===== config.mk =====
export PLATFORM = sky130hd
export DESIGN_NAME = msbg_status
export DESIGN_NICKNAME = d
export VERILOG_FILES = /design/src/rtl/msbg_pkg.sv /design/src/rtl/msbg_status.sv
export SDC_FILE = /design/constraint.sdc
export NUM_CORES = 1
export LEC_CHECK = 0
export ABC_AREA = 1
export BUFFER_PORTS_ARGS = -buffer_cell sky130_fd_sc_hd__buf_2
export CORE_MARGIN = 5
export CORE_UTILIZATION = 51
export DETAILED_ROUTE_END_ITERATION = 16
export PLACE_DENSITY = 0.86
export SLEW_MARGIN = 20
export SYNTH_ARGS = -nofsm -noshare
export SYNTH_HDL_FRONTEND = slang
export SYNTH_SLANG_ARGS = --single-unit

===== constraint.sdc =====
create_clock -name sys_clk -period 4 [get_ports sys_clk]
set_input_delay 0.4 -clock sys_clk [delete_from_list [all_inputs] [get_ports sys_clk]]
set_output_delay 0.4 -clock sys_clk [all_outputs]
set_load 0.02 [all_outputs]

===== src/rtl/msbg_pkg.sv =====
// constants shared by the mode, status and buffer gate logic
package msbg_pkg;
   localparam logic [7:0] ADDR_DEVICE_ID   = 8'h13;
   localparam logic [7:0] ADDR_MODE_STATUS = 8'h14;
   // identifier value is arbitrary, not a real product code
   localparam logic [7:0] DEVICE_ID_VALUE  = 8'h5a;
   localparam int         ERR_BIT_POS      = 7;
   localparam int         CNT_LSB_POS      = 2;
   localparam int         CNT_WIDTH        = 5;
   localparam logic [4:0] CNT_RESET        = 5'h00;
   localparam logic [4:0] CNT_MAX          = 5'h1f;
   localparam logic [1:0] MODE_STANDBY     = 2'h0;
   localparam logic [1:0] MODE_WAKE        = 2'h1;
   localparam logic [1:0] MODE_SLEEP       = 2'h2;
   localparam logic [1:0] MODE_EXTERNAL_TRIGGER_MODE    = 2'h3;
   localparam logic [1:0] BUF_MODE_OFF     = 2'h0;
   localparam logic [7:0] READ_DATA_RESET  = 8'h00;
endpackage


===== src/rtl/msbg_status.sv =====
// mode reporting, buffer gate error tracking and register read port
// ----------------------------------------------------------------
// ----------------------------------------------------------------
module msbg_status (
   input  wire logic       sys_clk,
   input  wire logic       rst,
   input  wire logic       bootModePin,
   input  wire logic       motionDetectSelect,
   input  wire logic [1:0] requestedMode,
   input  wire logic       secondPinTriggerSelect,
   input  wire logic       measureBusy,
   input  wire logic       bufferGateEnable,
   input  wire logic       sampleStrobe,
   input  wire logic [5:0] bufferSampleCount,
   input  wire logic       bufferFlush,
   input  wire logic [1:0] bufferOperatingMode,
   input  wire logic       wakeStateOutputEnable,
   input  wire logic       wakeOutputPinSelect,
   input  wire logic       interruptPolarity,
   input  wire logic       softResetRequest,
   input  wire logic       serialBusy,
   input  wire logic       readStrobe,
   input  wire logic [7:0] readAddr,
   output logic [7:0]      readData,
   output logic [1:0]      operatingModeField,
   output logic            bufferGateError,
   output logic [4:0]      bufferGatePeriodCount,
   output logic            bufferDiscard,
   output logic            debounceReset,
   output logic            firstIntPinLevel,
   output logic            firstIntPinDrive,
   output logic            secondIntPinLevel,
   output logic            secondIntPinDrive,
   output logic            softResetStart
);

   // ----------------------------------------------------------------
   // pin synchroniser for the boot strap
   // ----------------------------------------------------------------
   logic [2:0] bootSync_r;
   logic [2:0] syncFill_r;
   logic       bootHigh_r;
   logic       strapDone_r;

   always_ff @(posedge sys_clk) begin
      if (rst) begin
         bootSync_r <= 3'h0;
         syncFill_r <= 3'h0;
      end else begin
         bootSync_r <= {bootSync_r[1:0], bootModePin};
         syncFill_r <= {syncFill_r[1:0], 1'b1};
      end
   end

   always_ff @(posedge sys_clk) begin
      if (rst) begin
         bootHigh_r <= 1'b0;
      end else if (bootSync_r[1] == bootSync_r[2]) begin
         bootHigh_r <= bootSync_r[2];
      end
   end

   // ----------------------------------------------------------------
   // operating mode
   // ----------------------------------------------------------------
   logic [1:0] mode_r;
   logic [1:0] mode_nxt;

   always_comb begin
      mode_nxt = requestedMode;
      if (secondPinTriggerSelect && !bootHigh_r) begin
         mode_nxt = measureBusy ? msbg_pkg::MODE_WAKE : msbg_pkg::MODE_EXTERNAL_TRIGGER_MODE;
      end else if (requestedMode == msbg_pkg::MODE_EXTERNAL_TRIGGER_MODE) begin
         mode_nxt = msbg_pkg::MODE_STANDBY;
      end
      if (bootHigh_r && mode_nxt == msbg_pkg::MODE_EXTERNAL_TRIGGER_MODE) begin
         mode_nxt = msbg_pkg::MODE_WAKE;
      end
   end

   // strap is captured a few cycles after reset release once synchronised
   always_ff @(posedge sys_clk) begin
      if (rst) begin
         mode_r      <= msbg_pkg::MODE_STANDBY;
         strapDone_r <= 1'b0;
      end else if (!strapDone_r) begin
         // wait until every stage holds a pin sample, never read the raw pin
         if (syncFill_r[2] && bootSync_r[1] == bootSync_r[2]) begin
            strapDone_r <= 1'b1;
            mode_r      <= (bootSync_r[2] && motionDetectSelect) ?
                           msbg_pkg::MODE_WAKE : msbg_pkg::MODE_STANDBY;
         end
      end else begin
         mode_r <= mode_nxt;
      end
   end

   wire standbyToActive = strapDone_r && mode_r == msbg_pkg::MODE_STANDBY
                          && mode_nxt != msbg_pkg::MODE_STANDBY;

   // ----------------------------------------------------------------
   // buffer gate error and period count
   // ----------------------------------------------------------------
   logic gateErr_r;
   logic [4:0] gateCnt_r;
   wire clearGate = bufferSampleCount == 6'h00 || bufferFlush
                    || bufferOperatingMode == msbg_pkg::BUF_MODE_OFF
                    || standbyToActive;

   always_ff @(posedge sys_clk) begin
      if (rst) begin
         gateErr_r <= 1'b0;
      end else if (clearGate) begin
         gateErr_r <= 1'b0;
      end else if (bufferGateEnable && sampleStrobe) begin
         gateErr_r <= 1'b1;
      end // holds otherwise
   end

   always_ff @(posedge sys_clk) begin
      if (rst) begin
         gateCnt_r <= msbg_pkg::CNT_RESET;
      end else if (clearGate) begin
         gateCnt_r <= msbg_pkg::CNT_RESET;
      end else if (gateErr_r && sampleStrobe && gateCnt_r != msbg_pkg::CNT_MAX) begin
         gateCnt_r <= gateCnt_r + 5'h01;
      end
   end

   // ----------------------------------------------------------------
   // side effects of mode changes
   // ----------------------------------------------------------------
   always_ff @(posedge sys_clk) begin
      if (rst) begin
         bufferDiscard <= 1'b0;
         debounceReset <= 1'b0;
      end else begin
         bufferDiscard <= standbyToActive
                          || bufferOperatingMode == msbg_pkg::BUF_MODE_OFF;
         debounceReset <= strapDone_r && mode_nxt != mode_r
                          && mode_nxt != msbg_pkg::MODE_STANDBY;
      end
   end

   // wake state output, drive enable low while driving
   always_ff @(posedge sys_clk) begin
      if (rst) begin
         firstIntPinLevel  <= 1'b0;
         firstIntPinDrive  <= 1'b1;
         secondIntPinLevel <= 1'b0;
         secondIntPinDrive <= 1'b1;
      end else begin
         firstIntPinLevel  <= !interruptPolarity;
         secondIntPinLevel <= !interruptPolarity;
         firstIntPinDrive  <= !(wakeStateOutputEnable && mode_r == msbg_pkg::MODE_WAKE
                                && !wakeOutputPinSelect);
         secondIntPinDrive <= !(wakeStateOutputEnable && mode_r == msbg_pkg::MODE_WAKE
                                && wakeOutputPinSelect);
      end
   end

   // soft reset held until the serial bus is idle
   logic resetWait_r;

   always_ff @(posedge sys_clk) begin
      if (rst) begin
         softResetStart <= 1'b0;
      end else begin
         softResetStart <= (resetWait_r || softResetRequest) && !serialBusy;
      end
   end

   always_ff @(posedge sys_clk) begin
      if (rst) begin
         resetWait_r <= 1'b0;
      end else begin
         resetWait_r <= (resetWait_r || softResetRequest) && serialBusy;
      end
   end

   // ----------------------------------------------------------------
   // register read port and status outputs
   // ----------------------------------------------------------------
   always_ff @(posedge sys_clk) begin
      if (rst) begin
         readData <= msbg_pkg::READ_DATA_RESET;
      end else if (readStrobe) begin
         unique case (readAddr)
            msbg_pkg::ADDR_DEVICE_ID:   readData <= msbg_pkg::DEVICE_ID_VALUE;
            msbg_pkg::ADDR_MODE_STATUS: readData <= {gateErr_r, gateCnt_r, mode_r};
            default:                    readData <= msbg_pkg::READ_DATA_RESET;
         endcase
      end
   end

   always_ff @(posedge sys_clk) begin
      if (rst) begin
         operatingModeField    <= msbg_pkg::MODE_STANDBY;
         bufferGateError       <= 1'b0;
         bufferGatePeriodCount <= msbg_pkg::CNT_RESET;
      end else begin
         operatingModeField    <= mode_r;
         bufferGateError       <= gateErr_r;
         bufferGatePeriodCount <= gateCnt_r;
      end
   end
endmodule


==> impl_metrics.csv <==
group,metric,value,unit
global_route,grt_pass1_wl,5.39,mm
synthesis,syn_area_per_cell,7.55,um2
clock_tree,ctsResizeCount,0,
worst_setup_path,worst_r2r_path_depth,8,
worst_setup_path,cp_data_required_time,4280,ps
synthesis,synth_flop_cell,"dfxtp_1",
worst_setup_path,crit_buf_inv,0,
placed_design,portBuffers,55,
worst_setup_path,start_kind,"register",
pwr,clockPowerShare,36.2,%
pwr,powerDensity,395,mW/mm2
floorplanning,die_w,64.6,um
synthesis,synth-seq-area-share,51.4,%
placed_design,dpl_worst_slack,2590,ps
synthesis,synth_area_leader_cell,"dfxtp_1",
hold_path,min_to,"secondIntPinLevel",
synthesis,yosys.cell_count.top_type,"dfxtp_1",
clock_tree,clock_latency,340,ps
routing,drc_errors,0,
worst_setup_path,crit_path_end_kind,"register",
global_route,antenna_found_initial,0,
synthesis,yosysWarnings,0,
clock_tree,root_buffer,"clkbuf_4",
clock_tree,cts.sink_count,39,
global_route,grt_overflow,0,
worst_setup_path,critical_path_class,"register to register",
pwr,power_frac_comb,9.5,%
clock_tree,hold_buffers,0,
floorplanning,fp-row-count,19,
routing,viasPerCell,4.77,
synthesis,ys_types,20,
layout,area_delta_synth_final,24.6,%
timing,hold_viol_final,0,
timing,fin_crit,1440,ps
pwr,p_switching,172,uW
pwr,leakagePower,0.000930,uW
timing,max_freq,0.692,GHz
worst_setup_path,r2r_start,"gateCnt_r[1]",
hold_path,hp-start,"interruptPolarity",
synthesis,yosysTopAreaCellShare,51.4,%
worst_setup_path,max_stage_delay,360,ps
pwr,switching_share,23.0,%
floorplanning,initial_utilization,54.1,%
pwr,p_int,576,uW
worst_setup_path,rr_endpoint,"gateCnt_r[3]",
placed_design,dp_hpwl,2.46,mm
synthesis,synth-edff-count,0,
clock_tree,cts_buffers,5,
synthesis,synth_common_cells,"dfxtp_1, nor2_1, inv_1",
timing,clock_skew,7.78,ps
floorplanning,die_y,64.6,um
placed_design,gp_congestion,0.810,
pwr,vdd_drop_max,0.000270,V
worst_setup_path,critPathSlowestCell,"dfxtp_1",
synthesis,synth-seq-cells,39,
synthesis,ys_async_sr_fraction,0,%
timing,finalSetupViolations,0,
clock_tree,htree_levels,2,
worst_setup_path,cp_max_fo,7,
clock_tree,cts_setup_buffers,0,
timing,finalSetupTns,0,ps
timing,setup_ws,2560,ps
layout,layout.nets,293,
synthesis,yosys.area_share.xor_xnor,1.73,%
global_route,grt_max_degree,22,
synthesis,synth_top_family_by_area,"simple AND/OR/NAND/NOR gates",
synthesis,synthSimpleGateAreaFrac,27.0,%
synthesis,synthAdderAreaFrac,1.65,%
timing,rsz0062_at_grt,"no",
floorplanning,ioPinCount,56,
routing,wl_per_cell,11.2,um
floorplanning,dieArea,0.00417,mm2
layout,diodes,0,
clock_tree,cts_max_path_buffers,2,
timing,period_share,36.1,%
routing,ant_nets,0,
worst_setup_path,critical_path_arrival,1720,ps
worst_setup_path,cp_top_family,"simple AND/OR/NAND/NOR gates",
timing,maxSlewViolCount,0,
hold_path,hold_class,"primary input to register",
routing,drt_iter0_drc,28,
routing,vias,1384,
synthesis,synth_compound_area_share,8.57,%
routing,drtPass1Iterations,4,
synthesis,syn-num-nets,236,
synthesis,syn_inst,201,
hold_path,worstHoldPathCells,2,
outcome,status,"completed",
global_route,grt_pass1_vias,1324,
timing,slew_headroom,76.4,%
synthesis,synth_area,0.00152,mm2
routing,routed_wirelength,3.24,mm
job,cap_violations,0,
floorplanning,core_region_area,0.00281,mm2
layout,final_core_util,67.4,%
timing,max_slew.worst_pin.slew,354,ps
synthesis,synth.area.top_cells,"dfxtp_1, nor2_1, inv_1",
worst_setup_path,worst-r2r-setup-slack,2560,ps
layout,layout-drive-gt1-share,26.3,%
synthesis,synth_mux_area_share,0,%
worst_setup_path,path_cells,"ha_1 -> nand2_1 -> nor2_1 -> ha_1 -> nor2_4 -> nand2_1 -> xor2_1 -> nor2_1",
global_route,track_usage,16.6,%
clock_tree,cts_tree,"done",
pwr,p_seq_share,54.3,%
clock_tree,clkTransAtPathRegs,110,ps
-- worst max-delay path by stage --
stage / startpoint / to / cells past startpoint
final: gateCnt_r[1] / gateCnt_r[3] / 8
after detailed placement: gateCnt_r[1] / gateCnt_r[3] / 8
after CTS: gateCnt_r[1] / gateCnt_r[3] / 8
after global placement: gateCnt_r[0] / gateCnt_r[3] / 8
after global routing: gateCnt_r[1] / gateCnt_r[3] / 8
after floorplan: gateCnt_r[0] / gateCnt_r[2] / 8
-- cells by family after synthesis --
group                      Yosys count
DFF                                 39
xor gates and xnor gates             3
and+or+nand+nor                     94
adders and majority gates            2
AOI/OAI and AO/OA                   26
buffers and inverters               37
-- power groups by stage --
stage	Combinational, uW	Sequential, uW	Clock, uW
after global placement	69.3	414	0
after detailed placement	70.7	415	0
after CTS	71.9	406	274
final	71.3	406	271
after floorplan	33.8	422	0
after global routing	80.1	408	297
-- layout make-up --
| type | instances | area (um2) |
|---|---|---|
| clock buffers | 6 | 51.3 |
| clock inverters | 2 | 35.0 |
| fillers | 251 | 913 |
| inverters | 32 | 120 |
| multi-input cells | 125 | 591 |
| flip-flops and latches | 39 | 781 |
| well taps | 31 | 38.8 |
| repair buffers | 55 | 275 |
-- placed cells by master (no fill, tap or decap), drive strengths merged, types with 3 or more instances in the layout --
master,instances
buf,55
dfxtp,39
nor2,37
inv,32
nand2,30
nand3,22
a21oi,14
o21ai,12
clkbuf,6
xor2,3
-- through the flow --
step / std cells / total power (uW) / area, um2 / hold WS [ps]
2_1_floorplan: 201 / 456 / 1520 / 388
3_3_place_gp: 282 / 484 / 1810 / 392
3_5_place_dp: 282 / 486 / 1810 / 398
4_1_cts: 290 / 752 / 1890 / 193
5_1_grt: 290 / 786 / 1890 / 182
6_report: 290 / 748 / 1890 / 193
-- metal layers --
metal | global-route usage [%] | up-vias | wire length, um
met5 | 0 | - | 0
met4 | 8.18 | 0 | 58
met3 | 4.32 | 8 | 189
li1 | - | 739 | -
met1 | 18.6 | 600 | 1390
met2 | 29.3 | 37 | 1600
-- state kept, by name, indices dropped and copies added (netlist names) --
register	cells
bufferGateError	1
bootHigh_r	1
strapDone_r	1
bufferDiscard	1
gateCnt_r	5
debounceReset	1
gateErr_r	1
firstIntPinDrive	1
resetWait_r	1
mode_r	2
operatingModeField	2
syncFill_r	3
secondIntPinDrive	1
secondIntPinLevel	1
bufferGatePeriodCount	5
bootSync_r	3
readData	8
softResetStart	1
No activity file was read; power rests on OpenSTA's default activity.
